[config.mk]
export PLATFORM = sky130hd
export DESIGN_NAME = ciel_card_interrupt_event_logic
export DESIGN_NICKNAME = d
export VERILOG_FILES = /design/src/design/ciel_pkg.sv /design/src/design/ciel_card_interrupt_event_logic.sv
export VERILOG_INCLUDE_DIRS = /design/src /design/src/design
export SDC_FILE = /design/constraint.sdc
export NUM_CORES = 1
export LEC_CHECK = 0
export BUFFER_PORTS_ARGS = -buffer_cell sky130_fd_sc_hd__buf_4
export CAP_MARGIN = 20
export CORE_MARGIN = 5
export CORE_UTILIZATION = 50
export CTS_CLUSTER_SIZE = 12
export DETAILED_ROUTE_END_ITERATION = 10
export GPL_TIMING_DRIVEN = 0
export PLACE_DENSITY = 0.75
export SYNTH_ARGS = -nofsm -noshare
export SYNTH_HDL_FRONTEND = slang
export SYNTH_SLANG_ARGS = --single-unit
[constraint.sdc]
create_clock -name ref_clk_i -period 5.43 [get_ports ref_clk_i]
set_input_delay 1.086 -clock ref_clk_i [delete_from_list [all_inputs] [get_ports ref_clk_i]]
set_output_delay 1.086 -clock ref_clk_i [all_outputs]
set_load 0.01 [all_outputs]
[src/design/ciel_params.svh]
// Offsets, field positions, reset values and timing for the card interrupt event logic
`ifndef CIEL_PARAMS_SVH
`define CIEL_PARAMS_SVH
// ==========================================================
// Register spaces
`define CIEL_SP_LEGACY      2'h0
`define CIEL_SP_CONFIG      2'h1
`define CIEL_SP_CBSOCK      2'h2
// ==========================================================
// Offsets
`define CIEL_OFF_EVT_FLAGS  12'h004
`define CIEL_OFF_EVT_MASK   12'h005
`define CIEL_OFF_GLB_CTRL   12'h01E
`define CIEL_OFF_FUNC_STAT  12'h091
`define CIEL_OFF_DEV_CTRL   12'h092
`define CIEL_OFF_ROUTE      12'h093
`define CIEL_OFF_CB_EVENT   12'h000
`define CIEL_OFF_CB_MASK    12'h004
// ==========================================================
// Field positions
`define CIEL_GLB_CLR_MODE   2
`define CIEL_DEV_MODE_LO    1
`define CIEL_LEG_BATTERY_DETECT_ONE_STS   0
`define CIEL_LEG_BATTERY_DETECT_TWO       1
`define CIEL_LEG_READY      2
`define CIEL_EVT_PWR        3
`define CIEL_CB_IO_CARD_STATUS_CHANGE      0
`define CIEL_CB_CD1         1
`define CIEL_CB_CD2         2
`define CIEL_PIN_CD1        0
`define CIEL_PIN_CD2        1
`define CIEL_PIN_BATTERY_DETECT_ONE       2
`define CIEL_PIN_BATTERY_DETECT_TWO       3
`define CIEL_PIN_RDY        4
// ==========================================================
// Reset values
`define CIEL_RST_FLAGS      4'h0
`define CIEL_RST_MASK       4'h0
`define CIEL_RST_GLB        8'h00
`define CIEL_RST_MODE       2'h3
`define CIEL_RST_ROUTE      3'h0
`define CIEL_RST_TERM       7'h41
`define CIEL_RST_PINS       5'h03
// ==========================================================
// Timing
`define CIEL_CLK_NS         8
`define CIEL_PWR_UP_NS      100000
`endif

[src/design/ciel_pkg.sv]
// Types for the card interrupt event logic
package ciel_pkg;
	typedef enum logic [1:0] {
		CIEL_CT_NONE = 2'b00,
		CIEL_CT_MEM  = 2'b01,
		CIEL_CT_IO   = 2'b10,
		CIEL_CT_CB   = 2'b11
	} ciel_card_t;
	typedef enum logic [1:0] {
		CIEL_SIG_PCI      = 2'b00,
		CIEL_SIG_PIRQ     = 2'b01,
		CIEL_SIG_SIRQ_PCI = 2'b10,
		CIEL_SIG_SIRQ_ALL = 2'b11
	} ciel_sig_t;
	typedef enum logic [1:0] {
		CIEL_PWR_IDLE = 2'b00,
		CIEL_PWR_RAMP = 2'b01,
		CIEL_PWR_DONE = 2'b10
	} ciel_pwr_t;
endpackage

[src/design/ciel_card_interrupt_event_logic.sv]
// Card socket event detection, flags, masks and host interrupt terminals
`timescale 1ns/1ns
`include "ciel_params.svh"
module ciel_card_interrupt_event_logic
	import ciel_pkg::*;
#(
	parameter int PWR_UP_CYCLES = (`CIEL_PWR_UP_NS + `CIEL_CLK_NS - 1) / `CIEL_CLK_NS
) (
	input  wire logic       ref_clk_i,
	input  wire logic       reset_i,
	input  wire logic       card_detect_one_n_i,
	input  wire logic       card_detect_two_n_i,
	input  wire logic       battery_detect_one_i,
	input  wire logic       battery_detect_two_i,
	input  wire logic       ready_irq_request_i,
	input  wire ciel_card_t card_type_i,
	input  wire logic       power_request_i,
	input  wire logic [1:0] reg_space_i,
	input  wire logic [11:0] reg_addr_i,
	input  wire logic       reg_wr_i,
	input  wire logic       reg_rd_i,
	input  wire logic [7:0] reg_wdata_i,
	output logic      [7:0] reg_rdata_o,
	output logic      [6:0] shared_function_terminals_o
);
	localparam int CW = $clog2(PWR_UP_CYCLES + 1);

	function automatic logic hit(input logic [1:0] sp, input logic [11:0] off);
		hit = (reg_space_i == sp) && (reg_addr_i == off);
	endfunction

	// ==========================================================
	// Pin synchronisers
	logic [4:0] pin_raw;
	logic [4:0] s1_q;
	logic [4:0] s2_q;
	logic [4:0] s3_q;
	logic [4:0] st_q;
	logic [4:0] prev_q;
	logic [4:0] chg;
	logic [4:0] rise;
	logic [4:0] fall;

	assign pin_raw = {ready_irq_request_i, battery_detect_two_i, battery_detect_one_i,
		card_detect_two_n_i, card_detect_one_n_i};

	always_ff @(posedge ref_clk_i) begin
		if (reset_i) begin
			s1_q <= `CIEL_RST_PINS;
			s2_q <= `CIEL_RST_PINS;
			s3_q <= `CIEL_RST_PINS;
		end else begin
			s1_q <= pin_raw;
			s2_q <= s1_q;
			s3_q <= s2_q;
		end
	end

	// Change accepted once second and third stages agree
	always_ff @(posedge ref_clk_i) begin
		if (reset_i) begin
			st_q   <= `CIEL_RST_PINS;
			prev_q <= `CIEL_RST_PINS;
		end else begin
			st_q   <= (st_q & ~(s2_q ~^ s3_q)) | (s3_q & (s2_q ~^ s3_q));
			prev_q <= st_q;
		end
	end

	assign chg  = st_q ^ prev_q;
	assign rise = st_q & ~prev_q;
	assign fall = prev_q & ~st_q;

	// ==========================================================
	// Card type decode
	logic is_mem;
	logic is_io;
	logic is_cb;
	logic present;

	// One terminal: ready, I/O request or CardBus request by type
	assign is_mem  = (card_type_i == CIEL_CT_MEM);
	assign is_io   = (card_type_i == CIEL_CT_IO);
	assign is_cb   = (card_type_i == CIEL_CT_CB);
	assign present = ~st_q[`CIEL_PIN_CD1] & ~st_q[`CIEL_PIN_CD2];

	// ==========================================================
	// Power-up sequence
	ciel_pwr_t       pwr_q;
	logic [CW-1:0]   pwr_cnt_q;
	logic            pwr_evt_q;

	always_ff @(posedge ref_clk_i) begin
		if (reset_i) begin
			pwr_q     <= CIEL_PWR_IDLE;
			pwr_cnt_q <= '0;
			pwr_evt_q <= 1'b0;
		end else begin
			pwr_evt_q <= 1'b0;
			case (pwr_q)
				CIEL_PWR_IDLE: begin
					pwr_cnt_q <= '0;
					if (power_request_i && present) begin
						pwr_q <= CIEL_PWR_RAMP;
					end
				end
				CIEL_PWR_RAMP: begin
					if (!power_request_i || !present) begin
						pwr_q <= CIEL_PWR_IDLE;
					end else if (pwr_cnt_q == CW'(PWR_UP_CYCLES - 1)) begin
						pwr_q     <= CIEL_PWR_DONE;
						pwr_evt_q <= 1'b1;
					end else begin
						pwr_cnt_q <= pwr_cnt_q + CW'(1);
					end
				end
				CIEL_PWR_DONE: begin
					if (!power_request_i || !present) begin
						pwr_q <= CIEL_PWR_IDLE;
					end
				end
				default: begin
					pwr_q <= CIEL_PWR_IDLE;
				end
			endcase
		end
	end

	// ==========================================================
	// Event sources
	logic [3:0] leg_set;
	logic [3:0] cb_set;

	assign leg_set[`CIEL_LEG_BATTERY_DETECT_ONE_STS] = (is_mem & chg[`CIEL_PIN_BATTERY_DETECT_ONE])
		| (is_io & fall[`CIEL_PIN_BATTERY_DETECT_ONE]);
	assign leg_set[`CIEL_LEG_BATTERY_DETECT_TWO]     = is_mem & chg[`CIEL_PIN_BATTERY_DETECT_TWO];
	assign leg_set[`CIEL_LEG_READY]    = is_mem & chg[`CIEL_PIN_RDY];
	assign leg_set[`CIEL_EVT_PWR]      = pwr_evt_q & ~is_cb;
	assign cb_set[`CIEL_CB_IO_CARD_STATUS_CHANGE]     = is_cb & rise[`CIEL_PIN_BATTERY_DETECT_ONE];
	assign cb_set[`CIEL_CB_CD1]        = chg[`CIEL_PIN_CD1];
	assign cb_set[`CIEL_CB_CD2]        = chg[`CIEL_PIN_CD2];
	assign cb_set[`CIEL_EVT_PWR]       = pwr_evt_q & is_cb;

	// ==========================================================
	// Registers
	logic [3:0] leg_flags_q;
	logic [3:0] leg_mask_q;
	logic [3:0] cb_evt_q;
	logic [3:0] cb_mask_q;
	logic [7:0] glb_q;
	ciel_sig_t  mode_q;
	logic [2:0] route_q;
	logic       func_q;
	logic       w1c_mode;
	logic [3:0] leg_clr;
	logic [3:0] cb_clr;

	assign w1c_mode = glb_q[`CIEL_GLB_CLR_MODE];
	// Legacy flags clear by read or by write of one, per global control; CardBus events by write of one only
	assign leg_clr = (reg_rd_i && hit(`CIEL_SP_LEGACY, `CIEL_OFF_EVT_FLAGS) && !w1c_mode) ? 4'hF :
		((reg_wr_i && hit(`CIEL_SP_LEGACY, `CIEL_OFF_EVT_FLAGS) && w1c_mode) ? reg_wdata_i[3:0] : 4'h0);
	assign cb_clr = (reg_wr_i && hit(`CIEL_SP_CBSOCK, `CIEL_OFF_CB_EVENT)) ? reg_wdata_i[3:0] : 4'h0;

	// Flags: set wins over clear
	always_ff @(posedge ref_clk_i) begin
		if (reset_i) begin
			leg_flags_q <= `CIEL_RST_FLAGS;
			cb_evt_q    <= `CIEL_RST_FLAGS;
		end else begin
			leg_flags_q <= (leg_flags_q & ~leg_clr) | leg_set;
			cb_evt_q    <= (cb_evt_q & ~cb_clr) | cb_set;
		end
	end

	// Functional request, unmaskable, only I/O or CardBus cards
	always_ff @(posedge ref_clk_i) begin
		if (reset_i) begin
			func_q <= 1'b0;
		end else begin
			func_q <= (is_io | is_cb) & ~st_q[`CIEL_PIN_RDY];
		end
	end

	always_ff @(posedge ref_clk_i) begin
		if (reset_i) begin
			leg_mask_q <= `CIEL_RST_MASK;
			cb_mask_q  <= `CIEL_RST_MASK;
			glb_q      <= `CIEL_RST_GLB;
			mode_q     <= ciel_sig_t'(`CIEL_RST_MODE);
			route_q    <= `CIEL_RST_ROUTE;
		end else if (reg_wr_i) begin
			if (hit(`CIEL_SP_LEGACY, `CIEL_OFF_EVT_MASK)) begin
				leg_mask_q <= reg_wdata_i[3:0];
			end
			if (hit(`CIEL_SP_CBSOCK, `CIEL_OFF_CB_MASK)) begin
				cb_mask_q <= reg_wdata_i[3:0];
			end
			if (hit(`CIEL_SP_LEGACY, `CIEL_OFF_GLB_CTRL)) begin
				glb_q <= reg_wdata_i;
			end
			if (hit(`CIEL_SP_CONFIG, `CIEL_OFF_DEV_CTRL)) begin
				mode_q <= ciel_sig_t'(reg_wdata_i[`CIEL_DEV_MODE_LO +: 2]);
			end
			if (hit(`CIEL_SP_CONFIG, `CIEL_OFF_ROUTE)) begin
				route_q <= reg_wdata_i[2:0];
			end
		end
	end

	// Read data, one cycle after the strobe
	always_ff @(posedge ref_clk_i) begin
		if (reset_i) begin
			reg_rdata_o <= 8'h00;
		end else if (reg_rd_i) begin
			reg_rdata_o <= 8'h00;
			if (hit(`CIEL_SP_LEGACY, `CIEL_OFF_EVT_FLAGS)) reg_rdata_o <= {4'h0, leg_flags_q};
			if (hit(`CIEL_SP_LEGACY, `CIEL_OFF_EVT_MASK)) reg_rdata_o <= {4'h0, leg_mask_q};
			if (hit(`CIEL_SP_LEGACY, `CIEL_OFF_GLB_CTRL)) reg_rdata_o <= glb_q;
			if (hit(`CIEL_SP_CONFIG, `CIEL_OFF_FUNC_STAT)) reg_rdata_o <= {7'h00, func_q};
			if (hit(`CIEL_SP_CONFIG, `CIEL_OFF_DEV_CTRL)) reg_rdata_o <= {5'h00, mode_q, 1'b0};
			if (hit(`CIEL_SP_CONFIG, `CIEL_OFF_ROUTE)) reg_rdata_o <= {5'h00, route_q};
			if (hit(`CIEL_SP_CBSOCK, `CIEL_OFF_CB_EVENT)) reg_rdata_o <= {4'h0, cb_evt_q};
			if (hit(`CIEL_SP_CBSOCK, `CIEL_OFF_CB_MASK)) reg_rdata_o <= {4'h0, cb_mask_q};
		end
	end

	// ==========================================================
	// Host terminals
	logic       csc_any;
	logic [6:0] term_d;

	assign csc_any = |(leg_flags_q & leg_mask_q) | |(cb_evt_q & cb_mask_q);

	always_comb begin
		term_d = `CIEL_RST_TERM;
		case (mode_q)
			CIEL_SIG_PCI: begin
				term_d[0] = ~(csc_any | func_q);
			end
			CIEL_SIG_PIRQ: begin
				term_d[6:1] = 6'h00;
				term_d[0] = ~csc_any;
				if (route_q != 3'h0 && route_q != 3'h7) begin
					term_d[route_q] = func_q;
				end
			end
			CIEL_SIG_SIRQ_PCI: begin
				term_d[0] = ~csc_any;
				term_d[6] = ~func_q;
			end
			CIEL_SIG_SIRQ_ALL: begin
				term_d[6] = ~(csc_any | func_q);
			end
			default: begin
				term_d = `CIEL_RST_TERM;
			end
		endcase
	end

	// Registered interrupt exit toward the host
	always_ff @(posedge ref_clk_i) begin
		if (reset_i) begin
			shared_function_terminals_o <= `CIEL_RST_TERM;
		end else begin
			shared_function_terminals_o <= term_d;
		end
	end
endmodule

======== Word-level counts from Yosys, hierarchy flattened ========
Index checks and enable logic that the tools add are counted.
operators by class
  add/subtract/negate cells ............... 1
  magnitude comparators ................... 2
  equal/unequal tests ..................... 23
  muxes and demuxes ....................... 26
  bitwise logic cells ..................... 41
  reductions and logical operators ........ 37
operators with widths
  operator                                               count
  2-to-1 mux 8 bit                                       7
  equality test 12 x 8 -> 1 bit (second input constant)  3
  2-to-1 mux 14 bit                                      2
  one-hot mux 14 bit (2 select lines)                    1
  equality test 12 x 3 -> 1 bit (second input constant)  2
  bitwise AND 4 bit                                      4
  logical AND 1 bit                                      16
  2-to-1 mux 4 bit                                       4
  adder 14 x 1 -> 14 bit (second input constant)         1
  equality test 14 bit (second input constant)           1
  equality test 12 x 5 -> 1 bit (second input constant)  1
  equality test 2 bit (second input constant)            6
  logical NOT 12 bit                                     1
  bitwise AND 5 bit                                      2
  NOT 1 bit                                              10
  AND reduction 2 bit                                    5
  bitwise AND 1 bit                                      9
  equality test 2 x 1 -> 1 bit (second input constant)   4
  2-to-1 mux 2 bit                                       4
  inequality test 2 bit (second input constant)          4
  NOT 4 bit                                              2
  bitwise OR 4 bit                                       2
  OR reduction 4 bit                                     2
  bitwise mux 7 bit                                      1
  other kinds (22)                                       36
storage, ports and cells
  bits in registers ....................... 87
  word-level logic and storage cells ...... 149

======== Depth between registers and ports, before layout ========
Gate-level depths: netlist of the first run.
  word-level depth ........................ 10
  gate-level depth with buffers ........... 7

======== Least setup slack after synthesis of the first run ========
OpenSTA, ideal clock, no wires.
  path kind ............................... input-to-reg
  from .................................... in reg_addr_i[2]
  to ...................................... reg reg_rdata_o[7]
  data arrival time ....................... 2.373 ns
  path slack .............................. 2.986 ns
  stages on the path ...................... 7
  path buffers ............................ 2
  path through ............................ buf_2 > nor4b_2 > nand3b_1 > nor2_1 > buf_2 > nand3_1 > a21oi_1
between the ends
  word-level cells in the longest chain between the ends .. 8
  elaborated cells on any way between the ends .. 18
  classes of those cells .................. eq/ne: 5; mux: 6; reduce/logical: 7
RTL lines
  what                           RTL line                                RTL
  start, declared                ciel_card_interrupt_event_logic.sv:19   input wire logic [11:0] reg_addr_i,
  equality test 12 x 5 -> 1 bit  ciel_card_interrupt_event_logic.sv:29   hit = (reg_space_i == sp) && (reg_addr_i == off);
  logical AND 1 bit              ciel_card_interrupt_event_logic.sv:29
  2-to-1 mux 8 bit               ciel_card_interrupt_event_logic.sv:218  if (hit(`CIEL_SP_LEGACY, `CIEL_OFF_GLB_CTRL)) reg_rdata_o <= glb_q;
  2-to-1 mux 8 bit               ciel_card_interrupt_event_logic.sv:219  if (hit(`CIEL_SP_CONFIG, `CIEL_OFF_FUNC_STAT)) reg_rdata_o <= {7'h00, func_q};
  2-to-1 mux 8 bit               ciel_card_interrupt_event_logic.sv:220  if (hit(`CIEL_SP_CONFIG, `CIEL_OFF_DEV_CTRL)) reg_rdata_o <= {5'h00, mode_q, 1'b0};
  2-to-1 mux 8 bit               ciel_card_interrupt_event_logic.sv:221  if (hit(`CIEL_SP_CONFIG, `CIEL_OFF_ROUTE)) reg_rdata_o <= {5'h00, route_q};
  2-to-1 mux 8 bit               ciel_card_interrupt_event_logic.sv:222  if (hit(`CIEL_SP_CBSOCK, `CIEL_OFF_CB_EVENT)) reg_rdata_o <= {4'h0, cb_evt_q};
  2-to-1 mux 8 bit *             ciel_card_interrupt_event_logic.sv:223  if (hit(`CIEL_SP_CBSOCK, `CIEL_OFF_CB_MASK)) reg_rdata_o <= {4'h0, cb_mask_q};
  end signal, assigned           ciel_card_interrupt_event_logic.sv:220
  end signal, assigned           ciel_card_interrupt_event_logic.sv:221
  end signal, assigned           ciel_card_interrupt_event_logic.sv:222
  end, declared                  ciel_card_interrupt_event_logic.sv:23   output logic [7:0] reg_rdata_o,
Every way passes the cells marked *; elsewhere a longest branch is shown, timed or not.
A chain may end at the register's enable or synchronous reset.

======== Final worst setup path of the first run ========
  from .................................... in reg_addr_i[5]
  to ...................................... reg glb_q[7]
between the ends
  word-level cells in the longest chain between the ends .. 3
RTL lines
  what                           RTL line                                RTL
  equality test 12 x 5 -> 1 bit  ciel_card_interrupt_event_logic.sv:29
  logical AND 1 bit              ciel_card_interrupt_event_logic.sv:29
  AND reduction 2 bit (no line)  -
  end signal, assigned           ciel_card_interrupt_event_logic.sv:188  glb_q <= `CIEL_RST_GLB;
  end signal, assigned           ciel_card_interrupt_event_logic.sv:199  glb_q <= reg_wdata_i;
  end, declared                  ciel_card_interrupt_event_logic.sv:150  logic [7:0] glb_q;
No other way between the ends.

==> results_tabular.tex, run 1 <==
\begin{tabular}{lr}
\hline
Metric & Value \\
\hline
\multicolumn{2}{l}{\textbf{Clock network}} \\
\quad CTS root buffer & clkbuf\_8 \\
\quad Hold buffers post-CTS & 0 \\
\quad Bufs on Longest Clock Path & 2 \\
\quad Insertion delay of the later-clocked pin in the worst-skew pair & 0.35 ns \\
\quad Post CTS Setup Buffer Count & 0 \\
\quad Post-cts repair resize count & 0 \\
\quad H-tree depth reported by CTS & 3 \\
\quad Clock tree from TritonCTS & done \\
\quad Total clock buffers created by CTS & 9 \\
\quad Clock Sink Count & 87 \\
\quad Clock slew at reported path FFs & 0.08 ns \\
\multicolumn{2}{l}{\textbf{Global route}} \\
\quad Pin count of the biggest net entering global routing & 15 \\
\quad Vias in the first global route & 3000 \\
\quad Antenna violations before repair & 0 \\
\quad Gr ovfl total & 0 \\
\quad Gr usage total & 0.191 \\
\quad Wire length of the first global-routing pass & 13800 um \\
\multicolumn{2}{l}{\textbf{Power and ir drop}} \\
\quad Lkg Pwr & 1.61 nW \\
\quad Internal Pwr Total & 0.990 mW \\
\quad Register share of total power & 0.517 \\
\quad Peak ir drop on the vdd network & 0.166 mV \\
\quad Clock power frac & 0.430 \\
\quad Cell Pwr Density & 282 nW/um\^{}2 \\
\quad Share of total power consumed by net switching & 0.209 \\
\quad Logic gate share of total power & 0.053 \\
\quad Net switching power & 0.262 mW \\
\multicolumn{2}{l}{\textbf{Synthesis}} \\
\quad Share of async-settable or async-resettable flops after synthesis & 0 \\
\quad Synth Flop Type & dfxtp\_1 \\
\quad Number of synthesized flops with an enable pin & 0 \\
\quad Netlist area before placement & 3740 um\^{}2 \\
\quad Library cell occupying the most area in the post-synthesis netlist & dfxtp\_1 \\
\quad Sequential share of the synthesized area & 0.466 \\
\quad Post-synth top area share & 0.466 \\
\quad Average cell area after synthesis & 8.92 um\^{}2 \\
\quad Net count after synthesis & 456 \\
\quad Yosys cell types & 58 \\
\quad Number of register bits inferred by synthesis & 87 \\
\quad Warning count from the yosys run & 0 \\
\quad Main area contributors after synthesis & dfxtp\_1, a21oi\_1, nor2\_1, nand3\_1, o21ai\_0 \\
\quad Number of instances in the synthesized netlist & 419 \\
\multicolumn{2}{l}{\textbf{Timing}} \\
\quad Final number of setup-violating endpoints & 0 \\
\quad Max Slew Vio Count & 0 \\
\quad Unrepaired setup endpoints after global routing & no \\
\quad Clk\_skew & 0.0117 ns \\
\quad Setup WS post-layout & 2.78 ns \\
\quad Fmax & 377 MHz \\
\quad Max-slew headroom & 0.598 \\
\quad Part of the cycle the worst path needs & 0.488 \\
\quad Time the worst path needs with I/O delays and setup & 2.65 ns \\
\quad Number of hold violations in the final report & 0 \\
\quad Slew at the pin with the worst max-slew slack & 0.603 ns \\
\quad Smallest hold slack & 0.412 ns \\
\quad Final setup TNS & 0 ns \\
\multicolumn{2}{l}{\textbf{Finish}} \\
\quad Footprint of the multi-input gates & 1890 um\^{}2 \\
\quad Number of nets in the layout & 512 \\
\quad Area of all placed cells without fillers & 4440 um\^{}2 \\
\quad Layout cells sized above 1 & 0.192 \\
\quad Count of filler cells inserted in the layout & 638 \\
\quad Layout-stage area growth over the synthesis result & 18.9\% \\
\quad Inserted Diodes & 0 \\
\quad Sequential Area & 1740 um\^{}2 \\
\multicolumn{2}{l}{\textbf{Die}} \\
\quad DIE HEIGHT & 96.5 um \\
\quad Standard-cell rows & 31 \\
\quad Area of the die & 9310 um\^{}2 \\
\quad Core area & 7250 um\^{}2 \\
\quad Die Width & 96.5 um \\
\quad Starting utilization of the core area & 0.515 \\
\quad I/O pins & 49 \\
\multicolumn{2}{l}{\textbf{Detailed routing}} \\
\quad Total detailed-routing wirelength & 8710 um \\
\quad DRT iter0 DRCs & 153 \\
\quad Top Metal Used & met4 \\
\quad Ratio of routed vias to standard cells & 5.61 \\
\quad TritonRoute pass-1 iters & 4 \\
\quad Count of vias placed by the detailed router & 3241 \\
\quad Met2 Routed Length & 3990 um \\
\quad Wire length on met3 & 651 um \\
\quad Detail-routed net length per standard cell & 15.1 um \\
\quad DRC violation count after routing & 0 \\
\quad Count of nets left with antenna violations after detail routing & 0 \\
\quad M1 WL & 3890 um \\
\multicolumn{2}{l}{\textbf{Worst setup path}} \\
\quad Category of the critical setup timing path & in -> reg \\
\quad Number of cells on the worst reg-to-reg path & 7 \\
\quad Largest driver fanout on the critical path & 10 \\
\quad Data required time at the worst endpoint & 5.70 ns \\
\quad Reg2Reg Launch Point & pwr\_cnt\_q[0]\$\_SDFFE\_PP0P\_ \\
\quad R2R Path End & pwr\_cnt\_q[9]\$\_SDFFE\_PP0P\_ \\
\quad Kind of end point of the critical path & flip-flop \\
\quad Setup slack, reg-to-reg & 3.40 ns \\
\quad Worst setup SP type & primary input \\
\quad Worst EP arrival & 2.92 ns \\
\multicolumn{2}{l}{\textbf{Place}} \\
\quad Placed cell area & 4200 um\^{}2 \\
\quad GP Congestion & 0.930 \\
\quad Port-buffer cells & 45 \\
\quad Worst slack at placement & 2.47 ns \\
\quad Detail Placement HPWL & 6280 um \\
\multicolumn{2}{l}{\textbf{Hold path}} \\
\quad Hold wc startpoint & s1\_q[0]\$\_SDFF\_PP1\_ \\
\quad Number of instances on the worst hold path & 1 \\
\quad Path class of the lowest-slack min-delay path & reg -> reg \\
\quad Endpoint with the worst hold slack & s2\_q[0]\$\_SDFF\_PP1\_ \\
\multicolumn{2}{l}{\textbf{Run}} \\
\quad Max\_cap viols & 0 \\
\multicolumn{2}{l}{\textbf{Status}} \\
\quad Result of the run & finished clean \\
\hline
\end{tabular}
## kinds of logic after synthesis
group / count (synthesis) / synth area share
buffers and inverters: 27 / 0.0281
flip-flops: 87 / 0.466
AO/OA/AOI/OAI: 99 / 0.155
adder cells (fa/ha/maj): 3 / 0.0100
multiplexers: 12 / 0.0328
AND/OR/NAND/NOR: 183 / 0.290
XOR/XNOR: 8 / 0.0187
## cell type report
type | count | area share
Inverter | 10 | 0.00845
Clock buffer | 10 | 0.0310
Sequential cell | 87 | 0.392
Multi-Input combinational cell | 305 | 0.426
Tap cell | 99 | 0.0279
Timing Repair Buffer | 45 | 0.0760
Buffer | 17 | 0.0152
Clock inverter | 5 | 0.0239
## cells in the final DEF (no fill, tap or decap), drive strengths merged, types with 4 or more instances in the layout
master	Yosys	routed
or2	12	12
and3	4	4
a31oi	4	4
nand3b	5	5
clkbuf	12	22
xor2	5	5
a22oi	4	4
nor2	32	32
nand2b	7	7
o21ai	23	23
nor3	6	6
nor2b	17	17
a21oi	45	45
dfxtp	87	87
nand4	9	9
o31ai	4	4
or4	4	4
mux2i	10	10
inv	10	10
nand2	30	30
nand3	24	24
nor4b	7	7
or3	5	5
buf	5	50
## worst max-delay path, cell delays in order
cell,delay (ns)
buf_4,0.11
nor3_2,0.46
nand3_1,0.23
nor2_1,0.45
buf_2,0.30
nand3_1,0.10
a21oi_1,0.18
## synthesized netlist by cell type (4+ instances only)
library cell,count
o31ai_1,4
a31oi_1,4
mux2i_1,10
nand4_1,9
nand3_1,23
nor3_1,5
or4_1,4
a22oi_1,4
a21oi_1,44
dfxtp_1,87
nand2b_1,7
xor2_1,5
o21ai_0,23
clkbuf_1,12
nand2_1,30
inv_1,10
nor2_1,32
or2_2,12
nor4b_1,5
nand3b_1,5
nor2b_1,17
## how the worst max path moves through the flow
| stage | start | endpoint | depth (start not counted) |
|---|---|---|---|
| floorplan | reg_addr_i[2] | reg_rdata_o[7]$_SDFFE_PP0P_ | 7 |
| global placement | reg_addr_i[5] | reg_rdata_o[6]$_SDFFE_PP0P_ | 7 |
| detailed placement | reg_addr_i[5] | glb_q[7]$_SDFFE_PP0P_ | 7 |
| CTS | reg_addr_i[5] | glb_q[7]$_SDFFE_PP0P_ | 7 |
| global route | reg_addr_i[5] | reg_rdata_o[2]$_SDFFE_PP0P_ | 6 |
| finish | reg_addr_i[5] | glb_q[7]$_SDFFE_PP0P_ | 7 |
## metrics by stage
step	std cells	utilization	total power, mW
6_report	578	0.613	1.25
5_1_grt	578	0.613	1.30
4_1_cts	578	0.613	1.26
3_5_place_dp	563	0.579	0.727
3_3_place_gp	563	0.579	0.727
2_1_floorplan	419	-	0.691
## power groups by stage
stage	Clock (mW)	Sequential [mW]	Combinational, mW
2_1_floorplan	0	0.662	0.0291
3_3_place_gp	0	0.662	0.0647
3_5_place_dp	0	0.662	0.0654
4_1_cts	0.549	0.647	0.0657
5_1_grt	0.578	0.648	0.0721
6_report	0.538	0.647	0.0660
## registers in the layout, indices dropped and copies added, names as in the netlist, named ones only
signal                       flops
cb_evt_q                         4
cb_mask_q                        4
func_q                           1
glb_q                            8
leg_flags_q                      4
leg_mask_q                       4
mode_q                           2
prev_q                           5
pwr_cnt_q                       14
pwr_evt_q                        1
pwr_q                            2
reg_rdata_o                      8
route_q                          3
s1_q                             5
s2_q                             5
s3_q                             5
shared_function_terminals_o      7
## layer usage
metal	up-vias	track usage
li1	1615	-
met1	1492	0.245
met2	115	0.312
met3	19	0.0473
met4	0	0.0701
met5	-	0
(Power assumes the default switching activity.)
==> run 2, diff against run 1 <==
--- a/config.mk
+++ b/config.mk
@@ -6,6 +6,7 @@
 export SDC_FILE = /design/constraint.sdc
 export NUM_CORES = 1
 export LEC_CHECK = 0
+export ABC_AREA = 1
 export BUFFER_PORTS_ARGS = -buffer_cell sky130_fd_sc_hd__buf_4
 export CAP_MARGIN = 20
 export CORE_MARGIN = 5
@@ -13,7 +14,7 @@
 export CTS_CLUSTER_SIZE = 12
 export DETAILED_ROUTE_END_ITERATION = 10
 export GPL_TIMING_DRIVEN = 0
-export PLACE_DENSITY = 0.75
+export PLACE_DENSITY = 0.74
 export SYNTH_ARGS = -nofsm -noshare
 export SYNTH_HDL_FRONTEND = slang
 export SYNTH_SLANG_ARGS = --single-unit
==> constraint.sdc (replaced) <==
create_clock -name ref_clk_i -period 2.6 [get_ports ref_clk_i]
set_input_delay 0.52 -clock ref_clk_i [delete_from_list [all_inputs] [get_ports ref_clk_i]]
set_output_delay 0.52 -clock ref_clk_i [all_outputs]
set_load 0.01 [all_outputs]
==> results_tabular.tex, run 2 <==
\begin{tabular}{lr}
\hline
Metric & Value \\
\hline
\multicolumn{2}{l}{\textbf{Clock network}} \\
\quad Post-cts repair resize count & 0 (unchanged) \\
\quad Clock Sink Count & 87 (unchanged) \\
\quad CTS root buffer & clkbuf\_8 \\
\quad Clock tree from TritonCTS & done \\
\quad Post CTS Setup Buffer Count & 0 (unchanged) \\
\quad Clock slew at reported path FFs & 0.08 ns (about the same) \\
\quad Insertion delay of the later-clocked pin in the worst-skew pair & 0.36 ns (about the same) \\
\quad Total clock buffers created by CTS & 9 (unchanged) \\
\quad H-tree depth reported by CTS & 3 (unchanged) \\
\quad Hold buffers post-CTS & 0 (unchanged) \\
\quad Bufs on Longest Clock Path & 2 (unchanged) \\
\multicolumn{2}{l}{\textbf{Detailed routing}} \\
\quad Total detailed-routing wirelength & 9620 um (+10\%) \\
\quad Detail-routed net length per standard cell & 13.7 um (-9.2\%) \\
\quad DRC violation count after routing & 0 (unchanged) \\
\quad TritonRoute pass-1 iters & 5 (+1) \\
\quad Count of nets left with antenna violations after detail routing & 0 (unchanged) \\
\quad Ratio of routed vias to standard cells & 5.32 (-5.1\%) \\
\quad Count of vias placed by the detailed router & 3741 (+15\%) \\
\quad DRT iter0 DRCs & 177 (+16\%) \\
\multicolumn{2}{l}{\textbf{Power and ir drop}} \\
\quad Peak ir drop on the vdd network & 0.353 mV (+110\%) \\
\quad Logic gate share of total power & 0.064 (+0.011) \\
\quad Overall Power & 2.29 mW (+83\%) \\
\quad Share of total power consumed by net switching & 0.241 (+0.0319) \\
\quad Cell Pwr Density & 493 nW/um\^{}2 (+75\%) \\
\quad Register share of total power & 0.591 (+0.074) \\
\quad Clock power frac & 0.346 (-0.084) \\
\quad Net switching power & 0.551 mW (+110\%) \\
\quad Lkg Pwr & 1.82 nW (+13\%) \\
\quad Internal Pwr Total & 1.73 mW (+75\%) \\
\multicolumn{2}{l}{\textbf{Synthesis}} \\
\quad Number of synthesized flops with an enable pin & 0 (unchanged) \\
\quad Number of instances in the synthesized netlist & 540 (+29\%) \\
\quad Synth Flop Type & dfxtp\_1 \\
\quad Library cell occupying the most area in the post-synthesis netlist & dfxtp\_1 \\
\quad Net count after synthesis & 577 (+27\%) \\
\quad Top cells by instance count after synthesis & dfxtp\_1, nand2\_1, inv\_1, nor2\_1, a21oi\_1 \\
\quad Average cell area after synthesis & 7.41 um\^{}2 (-17\%) \\
\quad Main area contributors after synthesis & dfxtp\_1, nand2\_1, inv\_1, a21oi\_1, nor2\_1 \\
\quad Library cell with the highest instance count after synthesis & dfxtp\_1 \\
\quad Post-synth top area share & 0.436 (-0.0303) \\
\quad Number of register bits inferred by synthesis & 87 (unchanged) \\
\quad Warning count from the yosys run & 0 (unchanged) \\
\quad Yosys cell types & 36 (-38\%) \\
\quad Share of async-settable or async-resettable flops after synthesis & 0 (unchanged) \\
\quad Netlist area before placement & 4000 um\^{}2 (+7.0\%) \\
\quad Sequential share of the synthesized area & 0.436 (-0.0303) \\
\multicolumn{2}{l}{\textbf{Global route}} \\
\quad Gr ovfl total & 0 (unchanged) \\
\quad Wire length of the first global-routing pass & 15900 um (+15\%) \\
\quad Pin count of the biggest net entering global routing & 14 (-1) \\
\quad Vias in the first global route & 3504 (+17\%) \\
\quad Gr usage total & 0.198 (+0.00716) \\
\quad Antenna violations before repair & 0 (unchanged) \\
\multicolumn{2}{l}{\textbf{Timing}} \\
\quad Max Slew Vio Count & 0 (unchanged) \\
\quad Final number of setup-violating endpoints & 0 (unchanged) \\
\quad Time the worst path needs with I/O delays and setup & 1.80 ns \\
\quad Final setup TNS & 0 ns (unchanged) \\
\quad Unrepaired setup endpoints after global routing & no \\
\quad Smallest hold slack & 0.343 ns (-0.0699 ns) \\
\quad Slew at the pin with the worst max-slew slack & 0.690 ns (+0.0867 ns) \\
\quad Number of hold violations in the final report & 0 (unchanged) \\
\quad Setup WS post-layout & 0.797 ns (-1.98 ns) \\
\quad Fmax & 555 MHz \\
\quad Clk\_skew & 0.00250 ns (-0.00922 ns) \\
\quad Max-slew headroom & 0.536 (-0.0616) \\
\quad Part of the cycle the worst path needs & 0.694 \\
\multicolumn{2}{l}{\textbf{Die}} \\
\quad I/O pins & 49 (unchanged) \\
\quad DIE HEIGHT & 99.4 um (+3.1\%) \\
\quad Standard-cell rows & 32 (+3.2\%) \\
\quad Core area & 7770 um\^{}2 (+7.1\%) \\
\quad Starting utilization of the core area & 0.515 (-0.000620) \\
\quad Die Width & 99.4 um (+3.1\%) \\
\quad Area of the die & 9890 um\^{}2 (+6.2\%) \\
\multicolumn{2}{l}{\textbf{Place}} \\
\quad Worst slack at placement & 0.476 ns (-2.00 ns) \\
\quad Placed cell area & 4480 um\^{}2 (+6.6\%) \\
\quad GP Congestion & 0.935 (+0.51\%) \\
\quad Number of instances in the placed design & 689 (+22\%) \\
\quad Port-buffer cells & 47 (+4.4\%) \\
\quad Detail Placement HPWL & 7510 um (+20\%) \\
\multicolumn{2}{l}{\textbf{Finish}} \\
\quad Most common cell after layout, fill and taps aside & dfxtp\_1 \\
\quad Area of all placed cells without fillers & 4630 um\^{}2 (+4.2\%) \\
\quad Util after Layout & 0.596 (-0.0164) \\
\quad Registers with the highest flip-flop counts & pwr\_cnt\_q: 14 flops, glb\_q: 8 flops, reg\_rdata\_o: 8 flops \\
\quad Layout cells sized above 1 & 0.166 (-0.0257) \\
\quad Layout-stage area growth over the synthesis result & 15.8\% \\
\quad Number of nets in the layout & 635 (+24\%) \\
\quad Filler-free cell count of the finished design & 703 (+22\%) \\
\quad Most used cells in the layout excluding fill and tap cells & dfxtp\_1, nand2\_1, inv\_1, nor2\_1 \\
\quad Inserted Diodes & 0 (unchanged) \\
\quad Most flops, register & pwr\_cnt\_q \\
\quad Number of flip-flops in the largest register & 14 (unchanged) \\
\multicolumn{2}{l}{\textbf{Worst setup path}} \\
\quad Capture point of the critical path & pwr\_cnt\_q[8]\$\_SDFFE\_PP0P\_ \\
\quad Setup slack, reg-to-reg & 0.80 ns (-2.60 ns) \\
\quad Category of the critical setup timing path & reg -> reg \\
\quad Start point of the critical path & pwr\_cnt\_q[0]\$\_SDFFE\_PP0P\_ \\
\quad Worst setup SP type & flip-flop \\
\quad R2R Path End & pwr\_cnt\_q[8]\$\_SDFFE\_PP0P\_ \\
\quad Worst EP arrival & 2.09 ns (-0.83 ns) \\
\quad Largest driver fanout on the critical path & 10 (unchanged) \\
\quad Number of cells on the worst reg-to-reg path & 10 (+3) \\
\quad Reg2Reg Launch Point & pwr\_cnt\_q[0]\$\_SDFFE\_PP0P\_ \\
\quad Kind of end point of the critical path & flip-flop \\
\quad Data required time at the worst endpoint & 2.89 ns (-2.81 ns) \\
\multicolumn{2}{l}{\textbf{Run}} \\
\quad Max\_cap viols & 0 (unchanged) \\
\multicolumn{2}{l}{\textbf{Hold path}} \\
\quad Path class of the lowest-slack min-delay path & in -> reg \\
\multicolumn{2}{l}{\textbf{Status}} \\
\quad Result of the run & finished clean \\
\hline
\end{tabular}
-- run 2: worst min-delay path by stage --
stage	startpoint	endpoint	cells past startpoint
2_1_floorplan	s1_q[2]$_SDFF_PP0_	s2_q[2]$_SDFF_PP0_	2
4_1_cts	card_detect_two_n_i	s1_q[1]$_SDFF_PP1_	2
3_3_place_gp	s1_q[3]$_SDFF_PP0_	s2_q[3]$_SDFF_PP0_	2
3_5_place_dp	s1_q[2]$_SDFF_PP0_	s2_q[2]$_SDFF_PP0_	2
6_report	card_detect_two_n_i	s1_q[1]$_SDFF_PP1_	2
5_1_grt	card_detect_two_n_i	s1_q[1]$_SDFF_PP1_	2
-- run 2: layout make-up --
type | count | area, um^2
fillers | 761 | 3140
plain buffers | 11 | 71.3
clock inverters | 4 | 25.0
inverters | 82 | 308
flip-flops and latches | 87 | 1740
repair buffers | 47 | 353
clock buffers | 10 | 128
multi-input cells | 360 | 1880
well taps | 102 | 128
-- run 2: metal layers --
layer / routed length, um / vias up / share of wire / track usage
li1: - / 1885 / - / -
met1: 4110 / 1707 / 0.43 / 0.239
met2: 4680 / 118 / 0.49 / 0.334
met3: 570 / 31 / 0.059 / 0.0484
met4: 255 / 0 / 0.027 / 0.0893
met5: 0 / - / 0 / 0
-- run 2: logic make-up (layout without fill, tap and decap cells) --
kind of cell | after synthesis | in the layout | share of synthesized area
fa+ha+maj | 3 | 3 | 0.00939
flops | 87 | 87 | 0.436
compound gates | 107 | 107 | 0.146
xor+xnor | 8 | 8 | 0.0175
buf+inv | 93 | 154 | 0.0948
simple gates | 242 | 242 | 0.297
-- run 2: critical path: stages, from the launching register on --
cell      delay, ns
dfxtp_1        0.37
ha_1           0.31
nand3_1        0.12
nor2_1         0.12
nand3b_1       0.15
nand2_2        0.12
o21ai_2        0.07
inv_2          0.10
buf_6          0.15
nand2_1        0.06
a21oi_1        0.14
-- run 2: power groups by stage --
stage	registers [mW]	logic (mW)	clock network (mW)
2_1_floorplan	1.38	0.0679	0
3_3_place_gp	1.38	0.143	0
3_5_place_dp	1.38	0.145	0
4_1_cts	1.35	0.146	0.805
5_1_grt	1.35	0.162	0.862
6_report	1.35	0.146	0.790
==> run 3, diff against run 2 <==
--- a/config.mk
+++ b/config.mk
@@ -6,7 +6,7 @@
 export SDC_FILE = /design/constraint.sdc
 export NUM_CORES = 1
 export LEC_CHECK = 0
-export ABC_AREA = 1
+export ABC_AREA = 0
 export BUFFER_PORTS_ARGS = -buffer_cell sky130_fd_sc_hd__buf_4
 export CAP_MARGIN = 20
 export CORE_MARGIN = 5
@@ -14,7 +14,7 @@
 export CTS_CLUSTER_SIZE = 12
 export DETAILED_ROUTE_END_ITERATION = 10
 export GPL_TIMING_DRIVEN = 0
-export PLACE_DENSITY = 0.74
+export PLACE_DENSITY = 0.75
 export SYNTH_ARGS = -nofsm -noshare
 export SYNTH_HDL_FRONTEND = slang
 export SYNTH_SLANG_ARGS = --single-unit
==> constraint.sdc (replaced) <==
create_clock -name ref_clk_i -period 1.7 [get_ports ref_clk_i]
set_input_delay 0.34 -clock ref_clk_i [delete_from_list [all_inputs] [get_ports ref_clk_i]]
set_output_delay 0.34 -clock ref_clk_i [all_outputs]
set_load 0.01 [all_outputs]
==> results_tabular.tex, run 3 (same netlist as run 1, synthesis figures left out) <==
\begin{tabular}{lr}
\hline
Metric & Value \\
\hline
\multicolumn{2}{l}{\textbf{Global route}} \\
\quad Gr ovfl total & 0 (unchanged) \\
\quad Met3 usage in global routing & 0.0387 (-0.00966) \\
\quad Pin count of the biggest net entering global routing & 16 (+2) \\
\quad Layer with the highest usage after global routing & met2 \\
\quad Wire length of the first global-routing pass & 15100 um (-5.1\%) \\
\quad Vias in the first global route & 3158 (-9.9\%) \\
\quad Met2 demand-to-capacity share in global routing & 0.350 (+0.0158) \\
\quad Antenna violations before repair & 0 (unchanged) \\
\quad Met1 track demand over resource & 0.255 (+0.0160) \\
\quad Gr usage total & 0.208 (+0.00984) \\
\multicolumn{2}{l}{\textbf{Power and ir drop}} \\
\quad Cell Pwr Density & 816 nW/um\^{}2 (+65\%) \\
\quad Overall Power & 3.89 mW (+70\%) \\
\quad Clock power frac & 0.412 (+0.066) \\
\quad Net switching power & 0.913 mW (+66\%) \\
\quad Lkg Pwr & 1.76 nW (-3.5\%) \\
\quad Share of total power consumed by net switching & 0.235 (-0.00644) \\
\quad Internal Pwr Total & 2.98 mW (+72\%) \\
\quad Peak ir drop on the vdd network & 0.768 mV (+120\%) \\
\quad Register share of total power & 0.529 (-0.062) \\
\quad Logic gate share of total power & 0.058 (-0.006) \\
\multicolumn{2}{l}{\textbf{Finish}} \\
\quad Inserted Diodes & 0 (unchanged) \\
\quad Layout cells sized above 1 & 0.281 (+0.114) \\
\quad Number of flip-flops in the largest register & 14 (unchanged) \\
\quad Area of all placed cells without fillers & 4770 um\^{}2 (+3.1\%) \\
\quad Registers with the highest flip-flop counts & pwr\_cnt\_q: 14 flops, glb\_q: 8 flops, reg\_rdata\_o: 8 flops \\
\quad Util after Layout & 0.658 (+0.0618) \\
\quad Filler-free cell count of the finished design & 601 (-15\%) \\
\quad Most flops, register & pwr\_cnt\_q \\
\quad Layout-stage area growth over the synthesis result & 27.7\% \\
\quad Most used cells in the layout excluding fill and tap cells & dfxtp\_1, buf\_4, a21oi\_1, nor2\_1, nand2\_1 \\
\quad Most common cell after layout, fill and taps aside & dfxtp\_1 \\
\quad Number of nets in the layout & 534 (-16\%) \\
\multicolumn{2}{l}{\textbf{Timing}} \\
\quad Final setup TNS & -0.186 ns (-0.186 ns) \\
\quad Setup WS post-layout & -0.0739 ns (-0.871 ns) \\
\quad Max Slew Vio Count & 0 (unchanged) \\
\quad Part of the cycle the worst path needs & 1.04 (+0.350) \\
\quad Number of hold violations in the final report & 0 (unchanged) \\
\quad Smallest hold slack & 0.158 ns (-0.185 ns) \\
\quad Clk\_skew & 0.00682 ns (+0.00432 ns) \\
\quad Max-slew headroom & 0.570 (+0.0332) \\
\quad Slew at the pin with the worst max-slew slack & 0.646 ns (-0.0441 ns) \\
\quad Final number of setup-violating endpoints & 6 (+6) \\
\quad Time the worst path needs with I/O delays and setup & 1.77 ns (-0.0294 ns) \\
\quad Unrepaired setup endpoints after global routing & yes \\
\quad Fmax & 564 MHz (+1.7\%) \\
\multicolumn{2}{l}{\textbf{Place}} \\
\quad GP Congestion & 0.925 (-1.0\%) \\
\quad Placed cell area & 4210 um\^{}2 (-6.0\%) \\
\quad Port-buffer cells & 45 (-4.3\%) \\
\quad Detail Placement HPWL & 6260 um (-17\%) \\
\quad Worst slack at placement & -0.520 ns (-0.996 ns) \\
\quad Number of instances in the placed design & 563 (-18\%) \\
\multicolumn{2}{l}{\textbf{Clock network}} \\
\quad Total clock buffers created by CTS & 9 (unchanged) \\
\quad Insertion delay of the later-clocked pin in the worst-skew pair & 0.36 ns (about the same) \\
\quad Bufs on Longest Clock Path & 2 (unchanged) \\
\quad Clock tree from TritonCTS & done \\
\quad H-tree depth reported by CTS & 3 (unchanged) \\
\quad Clock slew at reported path FFs & 0.09 ns (about the same) \\
\quad Clock Sink Count & 87 (unchanged) \\
\quad CTS root buffer & clkbuf\_8 \\
\quad Hold buffers post-CTS & 0 (unchanged) \\
\multicolumn{2}{l}{\textbf{Detailed routing}} \\
\quad TritonRoute pass-1 iters & 5 (unchanged) \\
\quad Ratio of routed vias to standard cells & 5.56 (+4.5\%) \\
\quad Count of vias placed by the detailed router & 3343 (-11\%) \\
\quad Detail-routed net length per standard cell & 16.2 um (+18\%) \\
\quad DRC violation count after routing & 0 (unchanged) \\
\quad Total detailed-routing wirelength & 9720 um (+1.1\%) \\
\quad Count of nets left with antenna violations after detail routing & 0 (unchanged) \\
\quad DRT iter0 DRCs & 158 (-11\%) \\
\multicolumn{2}{l}{\textbf{Status}} \\
\quad Failing checks & negative setup slack \\
\quad Result of the run & complete, but fails checks \\
\multicolumn{2}{l}{\textbf{Worst setup path}} \\
\quad Worst EP arrival & 2.07 ns (-0.02 ns) \\
\quad Largest driver fanout on the critical path & 5 (-5) \\
\quad Category of the critical setup timing path & reg -> reg \\
\quad Kind of end point of the critical path & flip-flop \\
\quad Start point of the critical path & pwr\_cnt\_q[0]\$\_SDFFE\_PP0P\_ \\
\quad Worst setup SP type & flip-flop \\
\quad Data required time at the worst endpoint & 2.00 ns (-0.89 ns) \\
\quad Reg2Reg Launch Point & pwr\_cnt\_q[0]\$\_SDFFE\_PP0P\_ \\
\multicolumn{2}{l}{\textbf{Die}} \\
\quad Core area & 7250 um\^{}2 (-6.6\%) \\
\quad Starting utilization of the core area & 0.515 (+0.000620) \\
\quad Standard-cell rows & 31 (-3.1\%) \\
\quad Area of the die & 9310 um\^{}2 (-5.9\%) \\
\quad DIE HEIGHT & 96.5 um (-3.0\%) \\
\quad Die Width & 96.5 um (-3.0\%) \\
\quad I/O pins & 49 (unchanged) \\
\multicolumn{2}{l}{\textbf{Hold path}} \\
\quad Path class of the lowest-slack min-delay path & in -> reg \\
\quad Hold wc startpoint & card\_detect\_two\_n\_i \\
\multicolumn{2}{l}{\textbf{Run}} \\
\quad Max\_cap viols & 0 (unchanged) \\
\hline
\end{tabular}
==> run 3: per-layer routing <==
metal	up-vias	wire length, um
met4	0	162
met5	-	0
met2	99	4690
li1	1665	-
met1	1564	4250
met3	15	625
==> run 3: worst paths after layout <==
kind | slack [ns] | cells past startpoint | end
setup reg to reg | -0.07 | 8 | pwr_cnt_q[11]$_SDFFE_PP0P_
setup / recovery | -0.07 | 8 | pwr_cnt_q[11]$_SDFFE_PP0P_
hold reg to reg | 0.42 | 1 | s2_q[0]$_SDFF_PP1_
hold / removal | 0.16 | 2 | s1_q[1]$_SDFF_PP1_
==> run 3: final cells by class <==
cell class	instances	area, um^2
multi-input combinational	305	2050
fill	591	2480
clock inverter	7	95.1
tap	99	124
inverter	10	37.5
sequential	87	1770
timing repair buffer	67	508
clock buffer	9	124
buffer	17	73.8
==> run 3: critical path, cell delays in order (launching register included) <==
cell and delay (ns):
dfxtp_4 0.36, ha_4 0.16, and3b_1 0.18, nand4_1 0.11
buf_6 0.14, nand3_4 0.07, buf_6 0.14, or4_4 0.41
a21oi_2 0.14
==> run 3: timing repair <==
| item | 4_1_cts | 5_1_grt |
|---|---|---|
| pin swaps | 13 | 11 |
| gates cloned | 1 | 0 |
| resized for setup | 17 | 24 |
| buffers inserted | 14 | 7 |
| endpoints found under the setup margin | 21 | 41 |
==> run 3: power groups by stage <==
| stage | clock (mW) | sequential [mW] | combinational (mW) |
|---|---|---|---|
| final | 1.61 | 2.06 | 0.228 |
| after global routing | 1.71 | 2.06 | 0.245 |
| after CTS | 1.62 | 2.07 | 0.213 |
| after detailed placement | 0 | 2.11 | 0.210 |
| after global placement | 0 | 2.11 | 0.208 |
| after floorplan | 0 | 2.11 | 0.0929 |
